[config.mk]
export PLATFORM = sky130hd
export DESIGN_NAME = zcb_unit
export DESIGN_NICKNAME = d
export VERILOG_FILES = /design/src/verilog/zcb_pkg.sv /design/src/verilog/zcb_decode.sv /design/src/verilog/zcb_unit.sv
export VERILOG_INCLUDE_DIRS = /design/src /design/src/verilog
export SDC_FILE = /design/constraint.sdc
export NUM_CORES = 1
export LEC_CHECK = 0
export BUFFER_PORTS_ARGS = -buffer_cell sky130_fd_sc_hd__buf_2
export CORE_UTILIZATION = 31
export CTS_CLUSTER_SIZE = 40
export DETAILED_ROUTE_END_ITERATION = 12
export SYNTH_ARGS = -nofsm -noshare
export SYNTH_HDL_FRONTEND = slang
export SYNTH_SLANG_ARGS = --single-unit
[constraint.sdc]
create_clock -name sys_clk_in -period 9.3 [get_ports sys_clk_in]
set_input_delay 1.86 -clock sys_clk_in [delete_from_list [all_inputs] [get_ports sys_clk_in]]
set_output_delay 1.86 -clock sys_clk_in [all_outputs]
set_load 0.005 [all_outputs]
[src/verilog/zcb_consts.svh]
`ifndef ZCB_CONSTS_SVH
`define ZCB_CONSTS_SVH
`define ZCB_OPC_HI        31
`define ZCB_OPC_LO        26
`define ZCB_RS_HI         25
`define ZCB_RS_LO         21
`define ZCB_RT_HI         20
`define ZCB_RT_LO         16
`define ZCB_OFS_HI        15
`define ZCB_OFS_LO        0
`define ZCB_OP_REGISTER_IMMEDIATE_GROUP     6'h01
`define ZCB_OP_POS        6'h07
`define ZCB_OP_POS_L      6'h17
`define ZCB_OP_NONPOS     6'h06
`define ZCB_SUB_NONNEG    5'h01
`define ZCB_SUB_NONNEG_L  5'h03
`define ZCB_SUB_NONNEG_AL 5'h11
`define ZCB_SUB_NONNEG_ALL 5'h13
`define ZCB_SUB_ZERO      5'h00
`define ZCB_LINK_REG      5'h1F
`define ZCB_SLOT_STEP     32'h0000_0004
`define ZCB_LINK_STEP     32'h0000_0008
`define ZCB_SIGN_BIT      31
`endif

[src/verilog/zcb_pkg.sv]
`default_nettype none
package zcb_pkg;
  typedef enum logic [2:0] {
    ZCB_NONE,
    ZCB_NONNEG,
    ZCB_NONNEG_LINK,
    ZCB_NONNEG_LINK_LIKELY,
    ZCB_NONNEG_LIKELY,
    ZCB_POSITIVE,
    ZCB_POSITIVE_LIKELY,
    ZCB_NONPOSITIVE
  } zcb_op_t;

  typedef struct packed {
    logic [5:0]  opcode;
    logic [4:0]  src_reg;
    logic [4:0]  sub;
    logic [15:0] offset;
  } zcb_fields_t;

  typedef struct packed {
    logic        valid;
    logic [31:0] pc;
    logic [31:0] word;
    logic [31:0] src_val;
  } zcb_issue_t;
endpackage
`default_nettype wire

[src/verilog/zcb_decode.sv]
`timescale 1ns/1ps
`default_nettype none
`include "zcb_consts.svh"
module zcb_decode (
  input  wire logic [31:0]       word_in,  // instruction word
  output zcb_pkg::zcb_fields_t   fields_out, // split fields
  output zcb_pkg::zcb_op_t       op_out    // decoded variant
);
  always_comb begin
    fields_out.opcode  = word_in[`ZCB_OPC_HI:`ZCB_OPC_LO];
    fields_out.src_reg = word_in[`ZCB_RS_HI:`ZCB_RS_LO];
    fields_out.sub     = word_in[`ZCB_RT_HI:`ZCB_RT_LO];
    fields_out.offset  = word_in[`ZCB_OFS_HI:`ZCB_OFS_LO];
  end

  always_comb begin
    op_out = zcb_pkg::ZCB_NONE;
    case (fields_out.opcode)
      `ZCB_OP_REGISTER_IMMEDIATE_GROUP: begin
        case (fields_out.sub)
          `ZCB_SUB_NONNEG:     op_out = zcb_pkg::ZCB_NONNEG;
          `ZCB_SUB_NONNEG_AL:  op_out = zcb_pkg::ZCB_NONNEG_LINK;
          `ZCB_SUB_NONNEG_L:   op_out = zcb_pkg::ZCB_NONNEG_LIKELY;
          `ZCB_SUB_NONNEG_ALL: op_out = zcb_pkg::ZCB_NONNEG_LINK_LIKELY;
          default:             op_out = zcb_pkg::ZCB_NONE;
        endcase
      end
      // a nonzero sub field leaves these unrecognised rather than guessing
      `ZCB_OP_POS: begin
        if (fields_out.sub == `ZCB_SUB_ZERO) op_out = zcb_pkg::ZCB_POSITIVE;
      end
      `ZCB_OP_POS_L: begin
        if (fields_out.sub == `ZCB_SUB_ZERO) op_out = zcb_pkg::ZCB_POSITIVE_LIKELY;
      end
      `ZCB_OP_NONPOS: begin
        if (fields_out.sub == `ZCB_SUB_ZERO) op_out = zcb_pkg::ZCB_NONPOSITIVE;
      end
      default: op_out = zcb_pkg::ZCB_NONE;
    endcase
  end
endmodule
`default_nettype wire

[src/verilog/zcb_unit.sv]
// Operation
// - split word into opcode, source, subcode, offset
// - recognise positive, positive-likely, nonpositive opcodes
// - register-immediate subcodes select link and likely
// - target is delay-slot address plus offset times four
// - redirect only after the delay slot executes
// - nonnegative forms take when sign bit clear
// - positive forms need sign clear and nonzero
// - nonpositive takes when negative or zero
// - link forms always write register 31
// - return address is branch address plus eight
// - likely forms nullify slot when not taken
`timescale 1ns/1ps
`default_nettype none
`include "zcb_consts.svh"
module zcb_unit (
  input  wire logic               sys_clk_in,      // core clock, 20 MHz
  input  wire logic               rst_in,          // async reset, active high
  input  wire zcb_pkg::zcb_issue_t issue_in,       // instruction in execute
  output logic                    hit_out,         // branch of this group executed
  output logic                    redirect_out,    // one-cycle pc redirect pulse
  output logic [31:0]             target_out,      // redirect address
  output logic                    nullify_out,     // squash the slot instruction
  output logic                    link_we_out,     // write return address
  output logic [4:0]              link_reg_out,    // link destination register
  output logic [31:0]             link_data_out    // return address
);
  zcb_pkg::zcb_fields_t fields;
  zcb_pkg::zcb_op_t     op;
  logic                 cond;
  logic                 is_link;
  logic                 is_likely;
  logic [31:0]          ofs_ext;
  logic [31:0]          tgt_nxt;
  logic                 pend_r;
  logic [31:0]          pend_tgt_r;

  zcb_decode u_dec (
    .word_in    (issue_in.word),
    .fields_out (fields),
    .op_out     (op)
  );

  function automatic logic link_form(input zcb_pkg::zcb_op_t o);
    link_form = (o == zcb_pkg::ZCB_NONNEG_LINK) || (o == zcb_pkg::ZCB_NONNEG_LINK_LIKELY);
  endfunction

  function automatic logic likely_form(input zcb_pkg::zcb_op_t o);
    likely_form = (o == zcb_pkg::ZCB_NONNEG_LINK_LIKELY) || (o == zcb_pkg::ZCB_NONNEG_LIKELY)
               || (o == zcb_pkg::ZCB_POSITIVE_LIKELY);
  endfunction

  always_comb begin
    is_link   = link_form(op);
    is_likely = likely_form(op);
    ofs_ext   = {{14{fields.offset[15]}}, fields.offset, 2'b00};
    tgt_nxt   = issue_in.pc + `ZCB_SLOT_STEP + ofs_ext;
    case (op)
      zcb_pkg::ZCB_NONNEG,
      zcb_pkg::ZCB_NONNEG_LINK,
      zcb_pkg::ZCB_NONNEG_LINK_LIKELY,
      zcb_pkg::ZCB_NONNEG_LIKELY:
        cond = ~issue_in.src_val[`ZCB_SIGN_BIT];
      zcb_pkg::ZCB_POSITIVE,
      zcb_pkg::ZCB_POSITIVE_LIKELY:
        cond = ~issue_in.src_val[`ZCB_SIGN_BIT] && (issue_in.src_val != 32'h0000_0000);
      zcb_pkg::ZCB_NONPOSITIVE:
        cond = issue_in.src_val[`ZCB_SIGN_BIT] || (issue_in.src_val == 32'h0000_0000);
      default:
        cond = 1'b0;
    endcase
  end

  // a taken branch is held one slot so the delay slot runs first
  always_ff @(posedge sys_clk_in or posedge rst_in) begin
    if (rst_in) begin
      pend_r     <= 1'b0;
      pend_tgt_r <= 32'h0000_0000;
    end else if (pend_r) begin
      // the slot instruction is consumed by this cycle, whatever it was
      if (issue_in.valid) pend_r <= 1'b0;
    end else if (issue_in.valid && cond) begin
      pend_r     <= 1'b1;
      pend_tgt_r <= tgt_nxt;
    end
  end

  always_ff @(posedge sys_clk_in or posedge rst_in) begin
    if (rst_in) begin
      redirect_out <= 1'b0;
      target_out   <= 32'h0000_0000;
    end else begin
      // branches in a delay slot are not honoured: the pending one wins
      redirect_out <= pend_r && issue_in.valid;
      if (pend_r && issue_in.valid) target_out <= pend_tgt_r;
    end
  end

  always_ff @(posedge sys_clk_in or posedge rst_in) begin
    if (rst_in) begin
      hit_out     <= 1'b0;
      nullify_out <= 1'b0;
    end else begin
      hit_out     <= issue_in.valid && !pend_r && (op != zcb_pkg::ZCB_NONE);
      // squash request lands as the slot instruction enters execute
      nullify_out <= issue_in.valid && !pend_r && is_likely && !cond;
    end
  end

  // register 31 as source is undefined by contract; no interlock is spent on it
  always_ff @(posedge sys_clk_in or posedge rst_in) begin
    if (rst_in) begin
      link_we_out   <= 1'b0;
      link_reg_out  <= 5'h00;
      link_data_out <= 32'h0000_0000;
    end else begin
      link_we_out <= issue_in.valid && !pend_r && is_link;
      if (issue_in.valid && !pend_r && is_link) begin
        link_reg_out  <= `ZCB_LINK_REG;
        link_data_out <= issue_in.pc + `ZCB_LINK_STEP;
      end
    end
  end
endmodule
`default_nettype wire
==> flow_summary.json, run 1 <==
{
  "ys_warn_count": 0,
  "final_antenna_net_count": 0,
  "pwr-share-comb_pct": 19.3,
  "syn2layout_area_growth_pct": 22.2,
  "relSlewSlack_pct": 36.9,
  "crit_arrival_ns": 4.88,
  "grt_pass1_vias": 5111,
  "synth_xor_xnor_area_share_pct": 6.90,
  "seq_area_frac_synth_pct": 41.1,
  "fin_crit_sh_pct": 49.8,
  "synthSimpleGateAreaFrac_pct": 16.1,
  "cp_slowest_stage_delay_ns": 0.41,
  "tritoncts": "built",
  "crit_fanout": 5,
  "cp-end-kind": "flop",
  "hold_violations": 0,
  "p_per_area_mw_per_mm2": 136,
  "cts_resized": 0,
  "synth_edf_count": 0,
  "synthMuxAreaShare_pct": 5.98,
  "cts.sinks": 102,
  "post_cts_buffers": 0,
  "hp-class": "reg2reg",
  "yosys_register_bits": 102,
  "crit_chain": "buf_2 -> ha_1 -> ha_1 -> fa_1 -> a21oi_1 -> o221ai_1 -> o211ai_1 -> a21oi_1 -> a31oi_1 -> o31ai_1 -> a311o_1 -> a22o_1",
  "synth_compound_area_share_pct": 15.1,
  "ios": 172,
  "synthFlopType": "dfrtp_1",
  "slew_viol_final": 0,
  "clock_power_share_pct": 36.8,
  "dpl_cell_area_mm2": 0.00730,
  "synthCells": 645,
  "drt_pass1_iterations": 4,
  "overflow": 0,
  "floorplan.core_area_mm2": 0.0196,
  "irDropWorstVdd_v": 0.0000800,
  "grt_max_degree": 76,
  "grt_setup_unrepaired": "false",
  "fin_crit_ns": 4.64,
  "synth_top_family_by_area": "simple AND/OR/NAND/NOR gates",
  "die_y_um": 144,
  "postCtsHoldBufs": 0,
  "clock_skew_ns": 0.0100,
  "postSynth.asyncResetShare_pct": 100,
  "fin_ws_ns": 4.66,
  "seq_power_share_pct": 43.9,
  "rows": 51,
  "antenna_cells": 0,
  "port_buffers": 166,
  "cp.required_ns": 9.55,
  "start_util_pct": 31.7,
  "hpwl_um": 12100,
  "crit_path_top_delay_cell": "fa_1",
  "path_class": "in2reg",
  "global_route.usage.total_pct": 16.1,
  "pre_cts_ws_ns": 4.26,
  "via_per_inst": 4.81,
  "numCtsBuffers": 9,
  "wl_per_cell_um": 14.7,
  "setup_violations": 0,
  "final.setup.tns_ns": 0,
  "postLayoutCoreUtil_pct": 38.8,
  "p_sw_w": 0.000309,
  "max_cap_viol_count": 0,
  "drt_iter0_markers": 230,
  "clk_path_buf_depth": 2,
  "root_buffer": "clkbuf_16",
  "fmax_ghz": 0.216,
  "tightest_slew_ns": 0.946,
  "drive_gt1_share_pct": 28.4,
  "gp_congestion": 0.835,
  "fillers": 2023,
  "cts.clk_slew.worst_paths_ns": 0.08,
  "cts_max_level": 3,
  "die_w_um": 144,
  "start_kind": "input pin",
  "synthesis.nets": 803,
  "antenna_found_initial": 0,
  "drc": 0,
  "intPower_w": 0.000723,
  "fp.dieArea_mm2": 0.0206,
  "synthAdderAreaFrac_pct": 12.0,
  "netlist_area_mm2": 0.00622,
  "avgSynthCellArea_um2": 9.64,
  "crit_buf_inv": 1,
  "holdWs_ns": 0.470,
  "crit_family": "compound AO/OA/AOI/OAI gates",
  "grt_pass1_wl_um": 25500,
  "total_leakage_power_nw": 3.94,
  "clk_latency_ns": 0.36,
  "routed_wl_um": 15700,
  "ys_types": 60,
  "stdcell_area_mm2": 0.00759,
  "fin_nets": 959,
  "status": "completed",
  "vias": 5156,
  "netSwitchingFraction_pct": 29.9
}
-- cells in the final DEF, fill, tap and decap left out, types with 19 or more instances in the layout --
| master | count |
|---|---|
| ha_1 | 58 |
| nand2_1 | 96 |
| a21oi_1 | 23 |
| xnor2_1 | 25 |
| xor2_1 | 24 |
| nor2_1 | 27 |
| mux2_2 | 33 |
| o21ai_0 | 65 |
| buf_2 | 166 |
| nand3_1 | 19 |
| dfrtp_1 | 102 |
-- tightest hold or removal path, delay by kind of cell, from the launching register on --
family	cells	cell delay [ns]
simple gates	2	0.10
flops	1	0.35
-- registers in the layout, summed over array words and instances (netlist names) --
| name | cells |
|---|---|
| hit_out | 1 |
| link_data_out | 32 |
| link_reg_out | 1 |
| link_we_out | 1 |
| nullify_out | 1 |
| pend_r | 1 |
| pend_tgt_r | 32 |
| redirect_out | 1 |
| target_out | 32 |
-- path summary, 6_finish.rpt --
kind	start	to	slack, ns	cells after the start
min in group asynchronous	rst_in	link_data_out[19]	1.48	2
min reg2reg	link_data_out[4]	link_data_out[4]	0.47	2
max	issue_in[67]	pend_tgt_r[29]	4.66	12
max reg2reg	pend_r	pend_tgt_r[31]	7.47	5
min	link_data_out[4]	link_data_out[4]	0.47	2
max in group asynchronous	rst_in	link_reg_out[0]	6.53	3
-- cell type report --
class	count	area [um^2]	area share, %
flip-flops and latches	102	2550	33.6
inverters	18	70.1	0.923
repair buffers	170	861	11.3
clock buffers	9	225	2.97
multi-input cells	500	3490	45.9
clock inverters	7	66.3	0.873
well taps	265	332	4.37
-- cells by family (layout without fill, tap and decap cells) --
| group | after synthesis | in the layout |
|---|---|---|
| muxes | 33 | 33 |
| xor gates and xnor gates | 49 | 49 |
| and+or+nand+nor | 207 | 207 |
| DFF | 102 | 102 |
| buffers and inverters | 43 | 204 |
| AOI/OAI and AO/OA | 152 | 152 |
| adders and majority gates | 59 | 59 |
-- per-layer routing --
metal	share of wire, %	wire length, um	GRT usage, %	up-vias
li1	-	-	-	2630
met1	45	7020	19.2	2415
met2	49	7700	27.7	93
met3	4.2	662	4.10	18
met4	2.2	343	6.05	0
met5	0	0	0	-
-- per-stage QoR --
stage          power [W]  std cells
6_report         0.00103       1071
5_1_grt          0.00109       1071
4_1_cts          0.00105       1071
3_5_place_dp    0.000662       1055
3_3_place_gp    0.000660       1055
2_1_floorplan   0.000596        645
-- power by group through the flow --
| stage | clock (W) | sequential [W] | combinational [W] |
|---|---|---|---|
| after floorplan | 0 | 0.000461 | 0.000134 |
| after global placement | 0 | 0.000462 | 0.000199 |
| after detailed placement | 0 | 0.000462 | 0.000200 |
| after CTS | 0.000393 | 0.000453 | 0.000201 |
| after global routing | 0.000411 | 0.000454 | 0.000227 |
| final | 0.000379 | 0.000453 | 0.000199 |
-- cells in the mapped netlist (4+ instances only) --
master | count | share of area (%)
nor3_1 | 4 | 0.32
a211o_1 | 4 | 0.56
dfrtp_1 | 102 | 41
xor2_1 | 24 | 3.4
and4_1 | 5 | 0.70
nand2b_1 | 6 | 0.60
xnor2_1 | 25 | 3.5
a21oi_1 | 23 | 1.9
o31ai_1 | 4 | 0.48
nor2_1 | 27 | 1.6
nand4_1 | 9 | 0.91
a21o_1 | 14 | 1.7
a211oi_1 | 4 | 0.48
nand3_1 | 20 | 1.6
buf_4 | 4 | 0.48
a31oi_1 | 6 | 0.60
buf_1 | 4 | 0.24
and3_1 | 10 | 1.0
o21ai_0 | 65 | 5.2
nand2_1 | 96 | 5.8
inv_1 | 18 | 1.1
o21ai_1 | 5 | 0.40
ha_1 | 58 | 12
mux2_2 | 33 | 6.0
clkbuf_1 | 13 | 0.78
o211ai_1 | 6 | 0.72
nor4_1 | 11 | 1.1
No activity file was read; power rests on OpenSTA's default activity.
==> run 2, diff against run 1 <==
- clock period: 9.3 -> 4.7 ns (I/O delays scaled with it)
==> flow_summary.json, run 2 (synthesis results as in run 1) <==
{
  "status": "completed",
  "drive_gt1_share_pct": 28.3,
  "hold_violations": 0,
  "global_route.usage.total_pct": 15.8,
  "final_common_cell": "buf_2",
  "cp-end-kind": "flop",
  "clock_skew_ns": 0.00835,
  "clk_latency_ns": 0.36,
  "crit-reg2reg-launch": "pend_r",
  "cts.sinks": 102,
  "die_w_um": 144,
  "fin_crit_ns": 3.82,
  "grt_pass1_wl_um": 25200,
  "hpwl_um": 12000,
  "top_regs": "link_data_out x32, pend_tgt_r x32, target_out x32",
  "fp.dieArea_mm2": 0.0206,
  "port_buffers": 166,
  "final_antenna_net_count": 0,
  "postCtsHoldBufs": 0,
  "irDropWorstVdd_v": 0.000153,
  "via_per_inst": 4.79,
  "grt_setup_unrepaired": "false",
  "ios": 172,
  "final_cell_mix": "166 x buf_2, 102 x dfrtp_1, 96 x nand2_1",
  "dr_wl_met2_um": 7710,
  "setup_violations": 0,
  "routed_wl_um": 15600,
  "routedLengthMet1_um": 6980,
  "cp.required_ns": 4.94,
  "min-delay-start": "link_data_out[0]",
  "grt_max_degree": 75,
  "grt_pass1_vias": 5094,
  "crit_fanout": 5,
  "tightest_slew_ns": 0.938,
  "crit_arrival_ns": 4.06,
  "rows": 51,
  "drc": 0,
  "slew_viol_final": 0,
  "max_cap_viol_count": 0,
  "final.setup.tns_ns": 0,
  "gp_congestion": 0.820,
  "post_cts_buffers": 0,
  "cts_resized": 0,
  "antenna_found_initial": 0,
  "p_per_area_mw_per_mm2": 273,
  "floorplan.core_area_mm2": 0.0196,
  "start_util_pct": 31.7,
  "drt_pass1_iterations": 4,
  "total_leakage_power_nw": 3.95,
  "met3_length_um": 541,
  "wl_per_cell_um": 14.5,
  "startpoint": "issue_in[67]",
  "vias": 5130,
  "root_buffer": "clkbuf_16",
  "fin_crit_sh_pct": 81.2,
  "overflow": 0,
  "die_y_um": 144,
  "fin_nets": 959,
  "antenna_cells": 0,
  "hp-class": "reg2reg",
  "tritoncts": "built",
  "cts.clk_slew.worst_paths_ns": 0.08,
  "power_w": 0.00208,
  "numCtsBuffers": 9,
  "syn2layout_area_growth_pct": 22.5,
  "path_class": "in2reg",
  "drt_iter0_markers": 186,
  "clk_path_buf_depth": 2,
  "fmax_ghz": 0.262,
  "cts_max_level": 3,
  "highest_layer": "met4",
  "relSlewSlack_pct": 37.5,
  "start_kind": "input pin"
}
-- run 2: cell count changes in the layout (fill, tap and decap cells not counted), sizes merged --
cell	delta
clkinvlp	-2
inv	-2
bufinv	+1
clkinv	+1
clkbuf	+2
-- run 2: per-layer routing --
metal	up-vias	GRT usage, %
li1	2637	-
met1	2397	19.1
met2	76	27.2
met3	20	3.20
met4	0	6.44
met5	-	0
-- run 2: power breakdown --
| group | switching [W] | internal, W |
|---|---|---|
| Combinational | 0.000224 | 0.000168 |
| Sequential | 0.00000691 | 0.000890 |
| Clock | 0.000356 | 0.000435 |
| Total | 0.000588 | 0.00149 |
-- run 2: layout make-up --
class | count | area [um^2]
clock buffers | 11 | 243
fillers | 1997 | 12000
inverters | 18 | 70.1
well taps | 265 | 332
clock inverters | 5 | 67.6
multi-input cells | 500 | 3490
flip-flops and latches | 102 | 2550
repair buffers | 170 | 861
-- run 2: final timing paths --
kind,endpoint,slack (ns),cells after the start
worst max-delay path,pend_tgt_r[29],0.88,12
worst min-delay path,link_data_out[0],0.47,2
worst max register to register,pend_tgt_r[31],2.82,5
worst min register to register,link_data_out[0],0.47,2
max in group asynchronous,link_data_out[4],3.00,3
min in group asynchronous,link_data_out[10],0.78,2
-- run 2: worst max-delay path, cell delays in order --
cell and delay, ns:
buf_2 0.13, ha_1 0.28, ha_1 0.23, fa_1 0.41
a21oi_1 0.27, o221ai_1 0.27, o211ai_1 0.33, a21oi_1 0.23
a31oi_1 0.27, o31ai_1 0.14, a311o_1 0.37, a22o_1 0.18
-- run 2: metrics by stage --
step	utilization, %	instances	cell area, um^2	setup WS (ns)	hold slack (ns)
finish	38.9	1071	7610	0.881	0.466
detailed placement	37.3	1055	7300	0.563	0.456
CTS	38.9	1071	7610	0.916	0.474
global route	38.9	1071	7610	0.664	0.497
floorplan	-	645	6220	1.08	0.435
global placement	37.3	1055	7300	0.597	0.452
==> run 3, diff against run 2 <==
- ABC_AREA: not set -> 1
- clock period: 4.7 -> 3.9 ns (I/O delays scaled with it)
==> flow_summary.json, run 3 <==
{
  "reg2reg_depth": 5,
  "floorplan.core_area_mm2": 0.0229,
  "final.setup.tns_ns": 0,
  "synthSimpleGateAreaFrac_pct": 31.9,
  "rrSetupSlack_ns": 1.79,
  "ys_types": 38,
  "final_antenna_net_count": 0,
  "relSlewSlack_pct": 21.7,
  "final_cell_mix": "348 x nand2_1, 166 x buf_2, 157 x inv_1",
  "overflow": 0,
  "die_y_um": 156,
  "p_per_area_mw_per_mm2": 329,
  "cts.sinks": 102,
  "max_cap_viol_count": 0,
  "startpoint": "issue_in[47]",
  "yosysTopAreaCell": "dfrtp_1",
  "postSynth.asyncResetShare_pct": 100,
  "routed_wl_um": 20600,
  "irDropWorstVdd_v": 0.000192,
  "start_kind": "input pin",
  "reg2reg_to": "link_data_out[13]",
  "global_route.usage.total_pct": 17.1,
  "postCtsHoldBufs": 0,
  "ys_warn_count": 0,
  "crit_arrival_ns": 3.17,
  "start_util_pct": 32.1,
  "cp.required_ns": 4.16,
  "fin_crit_sh_pct": 74.6,
  "status": "completed",
  "synth_most_common_cell": "nand2_1",
  "cp-end-kind": "flop",
  "netlist_area_mm2": 0.00735,
  "wl_per_cell_um": 13.3,
  "rows": 55,
  "path_common_cell": "nand2_1",
  "synthAdderAreaFrac_pct": 10.1,
  "grt_pass1_wl_um": 33100,
  "numCtsBuffers": 9,
  "hp-class": "reg2reg",
  "crit_fanout": 15,
  "root_buffer": "clkbuf_16",
  "total_leakage_power_nw": 5.01,
  "seq_area_frac_synth_pct": 34.7,
  "ios": 172,
  "stdcell_area_mm2": 0.00881,
  "cp_slowest_stage_delay_ns": 0.45,
  "synth_top_area_share_pct": 34.7,
  "synthMuxAreaShare_pct": 0.579,
  "top_regs": "link_data_out x32, pend_tgt_r x32, target_out x32",
  "post_cts_buffers": 0,
  "hpwl_um": 16900,
  "synth_edf_count": 0,
  "synth_top_family_by_area": "simple AND/OR/NAND/NOR gates",
  "avgSynthCellArea_um2": 6.90,
  "fmax_ghz": 0.344,
  "grt_setup_unrepaired": "false",
  "crit_family": "simple AND/OR/NAND/NOR gates",
  "slew_viol_final": 0,
  "drt_pass1_iterations": 5,
  "clk_path_buf_depth": 2,
  "ys_top_cells_by_area": "dfrtp_1 35%, nand2_1 18%, ha_1 9.9%, inv_1 8.1%, nand3_1 4.8%",
  "min_to": "target_out[4]",
  "crit_path_top_delay_cell": "ha_1",
  "synthesis.nets": 1223,
  "min-delay-start": "target_out[4]",
  "crit-reg2reg-launch": "pend_r",
  "tightest_slew_ns": 1.17,
  "dpl_cell_area_mm2": 0.00848,
  "path_class": "in2reg",
  "final_common_cell": "nand2_1",
  "syn2layout_area_growth_pct": 19.8,
  "cts_resized": 0,
  "fin_nets": 1382,
  "die_w_um": 156,
  "drive_gt1_share_pct": 17.2,
  "crit_chain": "buf_2 -> ha_1 -> ha_1 -> nand2_1 -> nor2_1 -> inv_1 -> nor3_1 -> nand4_1 -> nand3_1 -> nand2_1 -> nand2_1 -> nand3_1 -> nand2_1 -> inv_1",
  "gp_congestion": 0.926,
  "synth_xor_xnor_area_share_pct": 3.69,
  "synthFlopType": "dfrtp_1",
  "hold_depth": 2,
  "clk_latency_ns": 0.36,
  "clock_skew_ns": 0.0114,
  "fin_crit_ns": 2.91,
  "drt_iter0_markers": 421,
  "vias": 7046,
  "fp.dieArea_mm2": 0.0243,
  "antenna_found_initial": 0,
  "synth_common_cells": "348 x nand2_1, 158 x inv_1, 102 x dfrtp_1",
  "yosys_register_bits": 102,
  "port_buffers": 166,
  "setup_violations": 0,
  "via_per_inst": 4.57,
  "grt_max_degree": 63,
  "drc": 0,
  "synth_compound_area_share_pct": 8.52,
  "cts.clk_slew.worst_paths_ns": 0.08,
  "hold_violations": 0,
  "antenna_cells": 0,
  "crit_buf_inv": 3,
  "grt_pass1_vias": 6606,
  "cts_max_level": 3,
  "synthCells": 1065,
  "tritoncts": "built"
}
[run 3: metrics by stage]
stage | worst slack [ns] | utilization [%] | total power, W | hold slack (ns) | std cells
floorplan | 0.445 | - | 0.00163 | 0.442 | 1065
global placement | 0.709 | 37.0 | 0.00190 | 0.457 | 1526
detailed placement | 0.707 | 37.0 | 0.00191 | 0.461 | 1526
CTS | 1.07 | 38.4 | 0.00293 | 0.481 | 1542
global route | 0.802 | 38.4 | 0.00307 | 0.502 | 1542
finish | 0.989 | 38.4 | 0.00290 | 0.479 | 1542
[run 3: worst min-delay path: stages, from the launching register on]
cell,delay [ns]
dfrtp_1,0.35
nand2_1,0.05
nand2_1,0.05
[run 3: kinds of logic after synthesis]
| family | count (synthesis) |
|---|---|
| buf+inv | 188 |
| mux | 4 |
| compound gates | 119 |
| fa+ha+maj | 59 |
| xor+xnor | 31 |
| flops | 102 |
| simple gates | 562 |
[run 3: how the worst max path moves through the flow]
stage	end	slack, ns	cells after the start
6_report	pend_tgt_r[23]	0.99	14
5_1_grt	pend_tgt_r[23]	0.80	14
4_1_cts	pend_tgt_r[23]	1.07	14
3_5_place_dp	pend_tgt_r[23]	0.71	14
3_3_place_gp	pend_tgt_r[23]	0.71	14
2_1_floorplan	hit_out	0.44	1
[run 3: area by class of cell]
type,instances,area [um^2]
fill,2455,14100
multi-input combinational,775,4040
sequential,102,2550
timing repair buffer,174,891
inverter,162,611
tap,313,392
clock buffer,9,225
clock inverter,7,103
[run 3: where the power goes]
group | switching, W | total [W] | leakage [nW] | internal (W)
Sequential | 0.0000289 | 0.00115 | 1.25 | 0.00112
Clock | 0.000492 | 0.00101 | 0.159 | 0.000522
Combinational | 0.000461 | 0.000732 | 3.60 | 0.000271
Total | 0.000982 | 0.00290 | 5.01 | 0.00191
[run 3: per-layer routing]
layer / track usage (%) / wire length [um] / vias to the layer above
met5: 0 / 0 / -
met4: 3.50 / 182 / 0
met3: 2.97 / 858 / 17
met2: 27.7 / 9320 / 148
met1: 23.8 / 10200 / 3184
li1: - / - / 3697
